<file path="src/wkd_map.svh">
`ifndef WKD_MAP_SVH
`define WKD_MAP_SVH

// ****************************************
// register map
// ****************************************
`define WKD_TABLE_OFS 8'h00
`define WKD_WCS_OFS 8'h04
`define WKD_WCS_SEQ_EN 0
`define WKD_WCS_PAT_EN 1
`define WKD_WCS_NOTE_PME 2
`define WKD_WCS_SEQ_SEEN 4
`define WKD_WCS_PAT_SEEN 5

// ****************************************
// filter table layout
// ****************************************
`define WKD_MASK_KEEP 32'h7FFFFFFF
`define WKD_CMD_KEEP 32'h0F0F0F0F
`define WKD_FULL_KEEP 32'hFFFFFFFF
`define WKD_MASK_TOP 31
`define WKD_CMD_WORD 3'h4
`define WKD_OFS_WORD 3'h5
`define WKD_CRC_WORD 3'h6
`define WKD_CMD_ENABLE 0
`define WKD_CMD_MCAST 3
`define WKD_MASK_LEN 9'h01F

// ****************************************
// frame scanning
// ****************************************
`define WKD_POS_MAX 9'h1FF
`define WKD_DA_LEN 9'h006
`define WKD_SYNC_LEN 3'h6
`define WKD_ONES 8'hFF
`define WKD_ADDR_LAST_BYTE 3'h5
`define WKD_ADDR_LAST_REP 4'hF
`define WKD_CRC_POLY 16'hA001
`define WKD_CRC_INIT 16'hFFFF

`endif

</file>
<file path="src/wkd_pkg.sv">
package wkd_pkg;

    typedef struct packed {
        logic sof;
        logic eof;
        logic [7:0] data;
    } wkd_rx_s;

    typedef enum logic [1:0] {
        SEQ_HUNT = 2'b00,
        SEQ_SYNC = 2'b01,
        SEQ_ADDR = 2'b11
    } wkd_seq_e;

    typedef logic [31:0] wkd_word_t;

endpackage

</file>
<file path="src/wkd_top.sv">
// Contract
// mask bit j includes byte offset plus j
// command bit 3 picks multicast or unicast
// command bit 0 enables filter
// eight-bit offset starts crc checking
// software keeps offsets at twelve or more
// position zero is first destination byte
// crc-16 match flags pattern wake frame
// sequence enable starts sequence scanning
// sequence mode suppresses ordinary reception
// notify by interrupt or power event
// detection sets sequence seen flag
// clearing enable restores ordinary reception
// sync ones then sixteen address copies
// multicast frames accepted for sequences
// light sleep forces both detectors on
// pattern enable suppresses ordinary reception
// pattern detection sets pattern seen flag
// software loads table by eight writes
// broadcast pattern wakes despite block bit
// seen flags stay until software clears
//
// The register addresses and strobed register access were chosen for this implementation.
`timescale 1ns/1ns
`include "wkd_map.svh"

module wkd_top
    import wkd_pkg::*;
#(
    parameter int FILTERS = 4
) (
    input wire logic core_clk_i, // 10 MHz clock
    input wire logic nrst_i, // async reset
    input wire logic ce_i, // clock enable
    input wire logic [7:0] reg_addr_i, // register byte address
    input wire wkd_word_t reg_wdata_i, // write data
    input wire logic reg_wr_i, // write strobe
    input wire logic reg_rd_i, // read strobe
    output wkd_word_t reg_rdata_o, // read data, next cycle
    input wire logic rx_valid_i, // receive byte valid
    input wire wkd_rx_s rx_beat_i, // receive byte and marks
    input wire logic [47:0] station_addr_i, // own address
    input wire logic light_sleep_i, // light sleep state
    output logic host_irq_o, // wake to host interrupt
    output logic power_event_o, // wake to power event
    output logic rx_suppress_o // ordinary reception off
);

    // ****************************************
    // helpers
    // ****************************************
    function automatic logic [7:0] addr_byte(input logic [47:0] a,
                                             input logic [2:0] k);
        logic [7:0] r;
        r = a[47:40];
        case (k)
            3'h1: r = a[39:32];
            3'h2: r = a[31:24];
            3'h3: r = a[23:16];
            3'h4: r = a[15:8];
            3'h5: r = a[7:0];
            default: r = a[47:40];
        endcase
        return r;
    endfunction

    function automatic wkd_word_t keep_bits(input logic [2:0] idx);
        wkd_word_t r;
        r = `WKD_FULL_KEEP;
        if (idx < `WKD_CMD_WORD) begin
            r = `WKD_MASK_KEEP;
        end else if (idx == `WKD_CMD_WORD) begin
            r = `WKD_CMD_KEEP;
        end
        return r;
    endfunction

    // ****************************************
    // register port
    // ****************************************
    wkd_word_t words [0:7];
    logic [2:0] tbl_ptr;
    logic seq_en;
    logic pat_en;
    logic note_pme;
    logic seq_seen;
    logic pat_seen;
    logic seq_hit;
    logic pat_hit;
    logic tbl_sel;
    logic wcs_sel;
    logic wcs_wr;
    wkd_word_t wcs_val;

    assign tbl_sel = reg_addr_i == `WKD_TABLE_OFS;
    assign wcs_sel = reg_addr_i == `WKD_WCS_OFS;
    assign wcs_wr = ce_i && reg_wr_i && wcs_sel;

    always_comb begin
        wcs_val = '0;
        wcs_val[`WKD_WCS_SEQ_EN] = seq_en;
        wcs_val[`WKD_WCS_PAT_EN] = pat_en;
        wcs_val[`WKD_WCS_NOTE_PME] = note_pme;
        wcs_val[`WKD_WCS_SEQ_SEEN] = seq_seen;
        wcs_val[`WKD_WCS_PAT_SEEN] = pat_seen;
    end

    // table is walked by one pointer; reads also step it
    always_ff @(posedge core_clk_i or negedge nrst_i) begin
        if (!nrst_i) begin
            tbl_ptr <= '0;
            for (int w = 0; w < 8; w++) begin
                words[w] <= '0;
            end
        end else if (ce_i && tbl_sel && (reg_wr_i || reg_rd_i)) begin
            if (reg_wr_i) begin
                words[tbl_ptr] <= reg_wdata_i & keep_bits(tbl_ptr);
            end
            tbl_ptr <= tbl_ptr + 3'h1;
        end
    end

    always_ff @(posedge core_clk_i or negedge nrst_i) begin
        if (!nrst_i) begin
            reg_rdata_o <= '0;
        end else if (ce_i) begin
            if (reg_rd_i && tbl_sel) begin
                reg_rdata_o <= words[tbl_ptr];
            end else if (reg_rd_i && wcs_sel) begin
                reg_rdata_o <= wcs_val;
            end else begin
                reg_rdata_o <= '0;
            end
        end
    end

    always_ff @(posedge core_clk_i or negedge nrst_i) begin
        if (!nrst_i) begin
            seq_en <= 1'b0;
            pat_en <= 1'b0;
            note_pme <= 1'b0;
        end else if (wcs_wr) begin
            seq_en <= reg_wdata_i[`WKD_WCS_SEQ_EN];
            pat_en <= reg_wdata_i[`WKD_WCS_PAT_EN];
            note_pme <= reg_wdata_i[`WKD_WCS_NOTE_PME];
        end
    end

    // seen flags: set beats a same-cycle write-one clear
    always_ff @(posedge core_clk_i or negedge nrst_i) begin
        if (!nrst_i) begin
            seq_seen <= 1'b0;
            pat_seen <= 1'b0;
        end else if (ce_i) begin
            if (seq_hit) begin
                seq_seen <= 1'b1;
            end else if (wcs_wr && reg_wdata_i[`WKD_WCS_SEQ_SEEN]) begin
                seq_seen <= 1'b0;
            end
            if (pat_hit) begin
                pat_seen <= 1'b1;
            end else if (wcs_wr && reg_wdata_i[`WKD_WCS_PAT_SEEN]) begin
                pat_seen <= 1'b0;
            end
        end
    end

    // ****************************************
    // modes and notification
    // ****************************************
    logic seq_active;
    logic pat_active;
    logic mode_on;
    assign seq_active = seq_en || light_sleep_i;
    assign pat_active = pat_en || light_sleep_i;
    assign mode_on = seq_active || pat_active;

    always_ff @(posedge core_clk_i or negedge nrst_i) begin
        if (!nrst_i) begin
            rx_suppress_o <= 1'b0;
            host_irq_o <= 1'b0;
            power_event_o <= 1'b0;
        end else if (ce_i) begin
            rx_suppress_o <= mode_on;
            host_irq_o <= !note_pme && (seq_seen || pat_seen);
            power_event_o <= note_pme && (seq_seen || pat_seen);
        end
    end

    // ****************************************
    // frame position and destination
    // ****************************************
    logic beat;
    logic [7:0] rxd;
    logic [8:0] byte_pos;
    logic [8:0] cur_pos;
    logic mcast;
    logic da_ok;
    logic eval_pend;
    assign beat = ce_i && rx_valid_i;
    assign rxd = rx_beat_i.data;
    assign cur_pos = rx_beat_i.sof ? 9'h000 : byte_pos;

    always_ff @(posedge core_clk_i or negedge nrst_i) begin
        if (!nrst_i) begin
            byte_pos <= '0;
            mcast <= 1'b0;
            da_ok <= 1'b0;
            eval_pend <= 1'b0;
        end else if (ce_i) begin
            eval_pend <= beat && rx_beat_i.eof && pat_active;
            if (beat) begin
                if (cur_pos != `WKD_POS_MAX) begin
                    byte_pos <= cur_pos + 9'h001;
                end
                if (rx_beat_i.sof) begin
                    mcast <= rxd[0];
                end
                if (cur_pos < `WKD_DA_LEN) begin
                    da_ok <= (rx_beat_i.sof || da_ok) &&
                        rxd == addr_byte(station_addr_i, cur_pos[2:0]);
                end
            end
        end
    end

    // ****************************************
    // pattern filters
    // ****************************************
    logic [FILTERS-1:0] match;

    for (genvar i = 0; i < FILTERS; i++) begin : g_filt
        localparam int CW = int'(`WKD_CRC_WORD) + i / 2;
        logic [30:0] f_mask;
        logic [3:0] f_cmd;
        logic [7:0] f_off;
        logic [15:0] f_crc;
        logic [15:0] crc_q;
        logic [8:0] diff;
        logic take;
        logic type_ok;
        assign f_mask = words[i][30:0];
        assign f_cmd = words[`WKD_CMD_WORD][8*i +: 4];
        assign f_off = words[`WKD_OFS_WORD][8*i +: 8];
        assign f_crc = words[CW][16*(i%2) +: 16];
        assign diff = cur_pos - {1'b0, f_off};
        assign take = cur_pos >= {1'b0, f_off} &&
            diff < `WKD_MASK_LEN && f_mask[diff[4:0]];

        wkd_crc16 u_crc (
            .core_clk_i(core_clk_i),
            .nrst_i(nrst_i),
            .ce_i(ce_i),
            .clr_i(beat && rx_beat_i.sof),
            .en_i(beat && take && pat_active),
            .data_i(rxd),
            .crc_o(crc_q)
        );

        // broadcast counts as multicast; block bit not consulted
        assign type_ok = f_cmd[`WKD_CMD_MCAST] ? mcast :
            (!mcast && da_ok);
        assign match[i] = f_cmd[`WKD_CMD_ENABLE] && type_ok &&
            crc_q == f_crc;
    end

    assign pat_hit = ce_i && eval_pend && (|match);

    // ****************************************
    // sequence detector
    // ****************************************
    wkd_seq_e st;
    wkd_seq_e next_st;
    logic [2:0] ones;
    logic [2:0] next_ones;
    logic [2:0] bsel;
    logic [2:0] next_bsel;
    logic [3:0] rep;
    logic [3:0] next_rep;
    logic next_hit;
    logic is_ones;
    logic is_addr;

    assign is_ones = rxd == `WKD_ONES;

    always_comb begin
        next_st = rx_beat_i.sof ? SEQ_HUNT : st;
        next_ones = rx_beat_i.sof ? 3'h0 : ones;
        next_bsel = bsel;
        next_rep = rep;
        next_hit = 1'b0;
        is_addr = rxd == addr_byte(station_addr_i, bsel);
        case (next_st)
            SEQ_HUNT: begin
                if (!is_ones) begin
                    next_ones = 3'h0;
                end else if (next_ones + 3'h1 == `WKD_SYNC_LEN) begin
                    next_st = SEQ_SYNC;
                end else begin
                    next_ones = next_ones + 3'h1;
                end
            end
            SEQ_SYNC: begin
                next_bsel = 3'h1;
                next_rep = 4'h0;
                if (rxd == addr_byte(station_addr_i, 3'h0)) begin
                    next_st = SEQ_ADDR;
                end else if (!is_ones) begin
                    next_st = SEQ_HUNT;
                    next_ones = 3'h0;
                end
            end
            SEQ_ADDR: begin
                if (!is_addr) begin
                    next_st = SEQ_HUNT;
                    next_ones = is_ones ? 3'h1 : 3'h0;
                end else if (bsel != `WKD_ADDR_LAST_BYTE) begin
                    next_bsel = bsel + 3'h1;
                end else if (rep == `WKD_ADDR_LAST_REP) begin
                    next_hit = 1'b1;
                    next_st = SEQ_HUNT;
                    next_ones = 3'h0;
                end else begin
                    next_bsel = 3'h0;
                    next_rep = rep + 4'h1;
                end
            end
            default: begin
                next_st = SEQ_HUNT;
                next_ones = 3'h0;
            end
        endcase
    end

    // any destination type is scanned
    assign seq_hit = beat && seq_active && next_hit;

    always_ff @(posedge core_clk_i or negedge nrst_i) begin
        if (!nrst_i) begin
            st <= SEQ_HUNT;
            ones <= '0;
            bsel <= '0;
            rep <= '0;
        end else if (ce_i && !seq_active) begin
            st <= SEQ_HUNT;
            ones <= '0;
        end else if (beat) begin
            st <= next_st;
            ones <= next_ones;
            bsel <= next_bsel;
            rep <= next_rep;
        end
    end
endmodule

</file>
<file path="src/wkd_crc16.sv">
`timescale 1ns/1ns
`include "wkd_map.svh"

module wkd_crc16 (
    input wire logic core_clk_i, // clock
    input wire logic nrst_i, // async reset
    input wire logic ce_i, // clock enable
    input wire logic clr_i, // restart at frame start
    input wire logic en_i, // fold in this byte
    input wire logic [7:0] data_i, // frame byte
    output logic [15:0] crc_o // running crc
);

    // ****************************************
    // one byte, lsb first
    // ****************************************
    function automatic logic [15:0] crc_step(input logic [15:0] c,
                                             input logic [7:0] d);
        logic [15:0] r;
        r = c;
        for (int b = 0; b < 8; b++) begin
            if (r[0] ^ d[b]) begin
                r = (r >> 1) ^ `WKD_CRC_POLY;
            end else begin
                r = r >> 1;
            end
        end
        return r;
    endfunction

    logic [15:0] base;
    assign base = clr_i ? `WKD_CRC_INIT : crc_o;

    always_ff @(posedge core_clk_i or negedge nrst_i) begin
        if (!nrst_i) begin
            crc_o <= `WKD_CRC_INIT;
        end else if (ce_i && en_i) begin
            crc_o <= crc_step(base, data_i);
        end else if (ce_i && clr_i) begin
            crc_o <= `WKD_CRC_INIT;
        end
    end

endmodule

</file>
<file path="config.mk">
export PLATFORM = sky130hd
export DESIGN_NAME = wkd_top
export DESIGN_NICKNAME = d
export VERILOG_FILES = /design/src/wkd_pkg.sv /design/src/wkd_top.sv /design/src/wkd_crc16.sv
export VERILOG_INCLUDE_DIRS = /design/src /design/src/src
export SDC_FILE = /design/constraint.sdc
export NUM_CORES = 1
export LEC_CHECK = 0
export BUFFER_PORTS_ARGS = -buffer_cell sky130_fd_sc_hd__buf_4
export CORE_ASPECT_RATIO = 0.8
export CORE_MARGIN = 2
export CORE_UTILIZATION = 50
export DETAILED_ROUTE_END_ITERATION = 8
export PLACE_DENSITY = 0.7
export SLEW_MARGIN = 25
export SYNTH_ARGS = -nofsm -noshare
export SYNTH_HDL_FRONTEND = slang
export SYNTH_HIERARCHICAL = 1
export SYNTH_SLANG_ARGS = --single-unit
</file>
<file path="constraint.sdc">
create_clock -name core_clk_i -period 4.1 [get_ports core_clk_i]
set_clock_uncertainty 0.15 [all_clocks]
set_input_delay 0.205 -clock core_clk_i [delete_from_list [all_inputs] [get_ports core_clk_i]]
set_output_delay 0.205 -clock core_clk_i [all_outputs]
set_load 0.02 [all_outputs]
</file>
Yosys cells after proc, flatten, opt, wreduce, memory -nomap -nowiden
Cells that the tools add are included.
Storage, ports and cells
  flip-flop bits (word level): 387
  output and inout bits: 35
Operators by class
  add/sub/neg operators: 9
  order comparisons: 16
  equal/unequal tests: 30
  muxes and demuxes: 139
  bitwise logic cells: 67
  reduce and logical (&&, ||, !) cells: 79
Operator list (number)
  $mux W16: 69
  $bwmux W256: 1
  $mux W32: 8
  $bmux W32 S3: 1
  $demux W32 S3: 1
  $not A2 Y3: 32
  $pmux W8 S5: 2
  $eq A16 B16 Y1: 4
  $logic_and A1 B1 Y1: 51
  $mux W3: 13
  $ge A9 B8 Y1: 4
  $lt A9 B5 Y1 const B: 4
  $sub A9 B8 Y9: 4
  $and A32 B32 Y32: 1
  $mux W8: 4
  $xor A1 B1 Y1: 32
  $eq A8 B8 Y1: 3
  $lt A5 B6 Y1 const B: 4
  $bmux W1 S5: 4
  $mux W2: 10
  $eq A3 B3 Y1 const B: 6
  $mux W1: 17
  $reduce_bool A2 Y1: 8
  $eq A3 B2 Y1 const B: 4
  34 further kinds: 53

Depth between registers and ports, before layout
  word-level depth: 30
  gate-level depth with buffers: 19
  mapped depth without buffers: 16

By module
The synthesis kept the hierarchy.
Modules (own cells, without submodules)
  wkd_top: instances 1, cells each 1739, area each 18985.7 um^2, sequential area each 8082.8 um^2
  wkd_crc16: instances 4, cells each 97, area each 991.0 um^2, sequential area each 420.4 um^2

Worst setup path before layout
No wires, ideal clock.
  kind: reg2reg
  start: register byte_pos[1]
  end: register g_filt[3].u_crc.crc_o[9]
  setup time: 0.077 ns
  arrival time: 3.678 ns
  required time: 3.873 ns
  setup slack: 0.194 ns
  cell stages (with the launch flop): 17
  path buffers: 3
  clock period less this slack: 3.906 ns
  path through: dfrtp_1 > nand2b_1 > buf_2 > xor2_1 > ha_1 > o32ai_1 > o31a_1 > o22ai_1 > maj3_1 > maj3_1 > xor2_1 > a2111oi_2 > clkbuf_1 > o21a_1 > clkbuf_1 > nor2_1 > a31oi_1
On the way
  longest elaborated chain between the ends: 9
  elaborated cells between the ends (all ways): 13
  classes of those cells: add/sub (1); order compare (2); mux (4); reduce/logical (6)
Ends and longest elaborated chain
  start, declared: line wkd_top.sv:195  | logic [8:0] byte_pos;
  start signal, assigned: line wkd_top.sv:214  | byte_pos <= cur_pos + 9'h001;
  $mux W9 *: line wkd_top.sv:202  | assign cur_pos = rx_beat_i.sof ? 9'h000 : byte_pos;
  $sub A9 B8 Y9: line wkd_top.sv:246  | assign diff = cur_pos - {1'b0, f_off};
  $lt A9 B5 Y1 (no source line) / $bmux W1 S5 (equally long branches)
  $logic_and A1 B1 Y1 (no source line) / $mux W1 (equally long branches)
  $logic_and A1 B1 Y1 *: line wkd_top.sv:247  | assign take = cur_pos >= {1'b0, f_off} &&
  $logic_and A1 B1 Y1 * (2 in series): line wkd_top.sv:255  | .en_i(beat && take && pat_active),
  $logic_and A1 B1 Y1 *: line wkd_crc16.sv:37  | end else if (ce_i && en_i) begin
  $mux W16 / $reduce_bool A2 Y1 (equally long branches)
  end signal, assigned: line wkd_crc16.sv:36  | crc_o <= `WKD_CRC_INIT;
  end signal, assigned: line wkd_crc16.sv:38  | crc_o <= crc_step(base, data_i);
  end signal, assigned: line wkd_crc16.sv:40  | crc_o <= `WKD_CRC_INIT;
  end, declared: line wkd_crc16.sv:11  | output logic [15:0] crc_o
Mark *: on every way between the ends. The rest lies on a longest branch, timed or not. The select of a mux whose other input is x is not followed.
A chain may end at the register's enable or synchronous reset.

Worst setup path after layout
  start: register byte_pos[0]
  end: register g_filt[0].u_crc.crc_o[14]
On the way
  longest elaborated chain between the ends: 9
  elaborated cells between the ends (all ways): 13
  classes of those cells: add/sub (1); order compare (2); mux (4); reduce/logical (6)
Ends and longest elaborated chain (line)
  $mux W9 *: wkd_top.sv:202
  $sub A9 B8 Y9: wkd_top.sv:246
  $lt A9 B5 Y1 (no source line) / $bmux W1 S5 (equally long branches)
  $logic_and A1 B1 Y1 (no source line) / $mux W1 (equally long branches)
  $logic_and A1 B1 Y1 *: wkd_top.sv:247
  $logic_and A1 B1 Y1 * (2 in series): wkd_top.sv:255
  $logic_and A1 B1 Y1 *: wkd_crc16.sv:37
  $mux W16 / $reduce_bool A2 Y1 (equally long branches)
  end signal, assigned: wkd_crc16.sv:36
  end signal, assigned: wkd_crc16.sv:38
  end signal, assigned: wkd_crc16.sv:40
  end, declared: wkd_crc16.sv:11
Marks and branches as above.

==> results.yml <==
status:
  status: "complete, no violations"
cells_and_area:
  nets: 2425
  final_cell_mix: "dfrtp_1, nand2_1, buf_4, xnor2_1, o21ai_0"
  area_growth_pct: 15.7
  drive_gt1_share_pct: 26.3
  layout_commonest_cell: "dfrtp_1"
  antennaDiodeCount: 0
sta:
  setup_violations: 0
  rsz0062_at_grt: "false"
  setup_ws_ns: 0.129
  fmax_mhz: 252
  tightest_slew_ns: 0.936
  max_slew_margin_pct: 37.0
  post-route-min-period_ns: 3.97
  setup_tns_ns: 0
  drv_slew: 0
  fin_crit_sh_pct: 96.9
  report.final.hold_viol_count: 0
global_route:
  grt_pass1_vias: 17951
  grt_max_degree: 129
  grt_pass1_wl_um: 115000
  antenna_found_initial: 1
  grt_use_total_pct: 31.8
  grt-ovfl-total: 0
pwr:
  p_int_w: 0.00688
  pwr-share-clk_pct: 39.1
  ir_drop_v: 0.000253
  switching_share_pct: 27.4
  pwr-share-comb_pct: 17.7
  leakagePower_nw: 11.4
  power_w: 0.00947
  switching_power_w: 0.00259
  seqPwrFrac_pct: 43.1
  power.density_mw_per_mm2: 357
synthesis:
  synth_edf_count: 0
  syn_inst: 2127
  yosys.area_share.simple_pct: 10.1
  synth_cell_types: 89
  synth_flop_cell: "dfrtp_1"
  ys_async_sr_fraction_pct: 100
  syn-cell-area_mm2: 0.0229
  syn-num-nets: 2263
  yosysTopAreaCell: "dfrtp_1"
  synth_compound_area_share_pct: 13.2
  synth_seq_cells: 387
  synth_top_family_by_area: "multiplexers"
  ys.warnings.count: 6
  seq_area_frac_synth_pct: 42.5
  muxShareOfSynthArea_pct: 19.0
  synthAdderAreaFrac_pct: 2.08
  synth_area_leaders: "dfrtp_1, mux4_2, dfstp_2, mux2_2, xnor2_1"
  synth-xor-area-share_pct: 9.76
  syn_avg_cell_area_um2: 10.8
  synth_top_area_share_pct: 35.2
drt:
  post_drt_wl_per_cell_um: 25.8
  vias_per_cell: 6.34
  vias: 18545
  ant_nets: 0
  routed_wirelength_um: 75400
  dr.pass1.iters: 6
  drc: 0
  drtIter0Drc: 2171
critical_path:
  worst-endpoint-arrival_ns: 4.30
  path_class: "reg2reg"
  crit_fanout: 10
  cp-start-kind: "register"
  critPathRequiredTime_ns: 4.43
  endpoint_kind: "register"
  rr_worst_depth: 12
die:
  ioPinCount: 140
  die_area_mm2: 0.0476
  start_util_pct: 50.4
  die_h_um: 196
  rows: 70
  die_w_um: 244
  coreArea_mm2: 0.0455
clocking:
  clock_sinks: 387
  tritoncts: "built"
  cts.clk_slew.worst_paths_ns: 0.06
  cts_made_buffers: 41
  clock_latency_ns: 0.57
  cts_root_buf: "clkbuf_16"
  htreeDepth: 2
  cts_max_path_buffers: 3
  post_cts_buffers: 0
placement:
  port_buffers: 139
  place_hpwl_um: 54500
  place.gp.congestion: 0.942
  dp_slack_ns: -0.0945
worst_hold_path:
  min_path_type: "in2reg"
  hold_depth: 3
flow_run:
  cap_violations: 0
-- final timing paths --
check | start | end | slack [ns]
setup / recovery | byte_pos[0]$_DFFE_PN0P_ | g_filt[0].u_crc/crc_o[14]$_DFFE_PN1P_ | 0.13
hold / removal | reg_wdata_i[23] | g_filt[2].f_mask[23]$_DFFE_PN0P_ | 0.005
setup reg to reg | byte_pos[0]$_DFFE_PN0P_ | g_filt[0].u_crc/crc_o[14]$_DFFE_PN1P_ | 0.13
hold reg to reg | words[111]$_DFFE_PN0P_ | words[111]$_DFFE_PN0P_ | 0.33
max in group asynchronous | nrst_i | g_filt[2].u_crc/crc_o[14]$_DFFE_PN1P_ | 2.53
min in group asynchronous | nrst_i | g_filt[2].f_mask[23]$_DFFE_PN0P_ | 0.03
-- critical path: stages, from the launching register on --
cell	delay, ns
dfrtp_1	0.35
nand2_1	0.08
buf_4	0.17
ha_1	0.23
fa_2	0.85
mux4_2	0.44
mux4_2	0.50
mux2i_1	0.19
nor3_1	0.08
buf_4	0.19
o21a_1	0.27
buf_4	0.19
o22a_1	0.19
-- area by class of cell --
| class | instances | area [um^2] |
|---|---|---|
| Fill cell | 3745 | 19000 |
| Multi-Input combinational cell | 1549 | 12500 |
| Sequential cell | 387 | 9770 |
| Timing Repair Buffer | 251 | 2060 |
| Clock buffer | 51 | 1090 |
| Tap cell | 612 | 766 |
| Inverter | 59 | 221 |
| Clock inverter | 17 | 190 |
-- timing repair --
item | CTS | global route
gates resized for setup | 1 | 3
hold buffers | 34 | 0
endpoints found under the setup margin | 6 | 27
pin swaps | 0 | 0
hold endpoints to repair | 306 | 0
-- cells in the mapped netlist (all sizes together), types with 3 or more instances --
master and n:
nand2 225, mux2 140, nand3 18, o2111ai 11, o22ai 28, o2bb2ai 31, nand2b 10, o22a 37
dfstp 64, nor2 125, nor3 13, ha 30, a2111oi 4, and2 12, a21o 6, a31o 5
dfrtp 323, a222oi 11, and3 7, xnor2 180, nor2b 23, xnor3 4, clkbuf 74, buf 58
nor4 20, o21a 7, or4 3, o21ai 172, o221ai 3, mux2i 69, mux4 93, a21oi 67
a211oi 22, maj3 8, o31ai 3, xor2 60, a31oi 20, o41ai 3, a22oi 14, nand4 21
nor3b 3, inv 58, nor4b 3
-- kinds of logic after synthesis --
group / Yosys count
AND/OR/NAND/NOR: 499
AO/OA/AOI/OAI: 465
flip-flops: 387
multiplexers: 302
XOR/XNOR: 244
buffers and inverters: 191
adder cells (fa/ha/maj): 39
-- registers in the layout, indices dropped and copies added, names as in the netlist, 2 cells and up --
name and flops:
bsel 3, byte_pos 9, g_filt.f_cmd 16, g_filt.f_crc 64, g_filt.f_mask 124, g_filt.f_off 32, g_filt.u_crc/crc_o 64, ones 3
reg_rdata_o 32, rep 4, st 2, tbl_ptr 3, words 20
-- metrics by stage --
stage	util (%)	instances	hold WS [ns]	cell area [um^2]
after floorplan	-	2127	-0.241	22900
after global placement	54.6	2823	0.268	24900
after detailed placement	54.6	2823	0.266	24900
after CTS	58.2	2925	0.00523	26500
after global routing	58.3	2926	0.0438	26600
final	58.3	2926	0.00473	26600
-- metal layers --
metal	GRT usage [%]	vias up	wire length, um
li1	-	8057	-
met1	47.5	9444	33000
met2	46.7	911	33400
met3	6.47	133	6780
met4	9.35	0	2180
met5	0	-	0
-- power by group through the flow --
stage / Clock (W) / Sequential [W] / Combinational (W)
CTS: 0.00374 / 0.00408 / 0.00166
global placement: 0 / 0.00414 / 0.00160
detailed placement: 0 / 0.00415 / 0.00163
floorplan: 0 / 0.00409 / 0.00112
finish: 0.00371 / 0.00408 / 0.00168
global route: 0.00391 / 0.00409 / 0.00181
(Power assumes the default switching activity.)
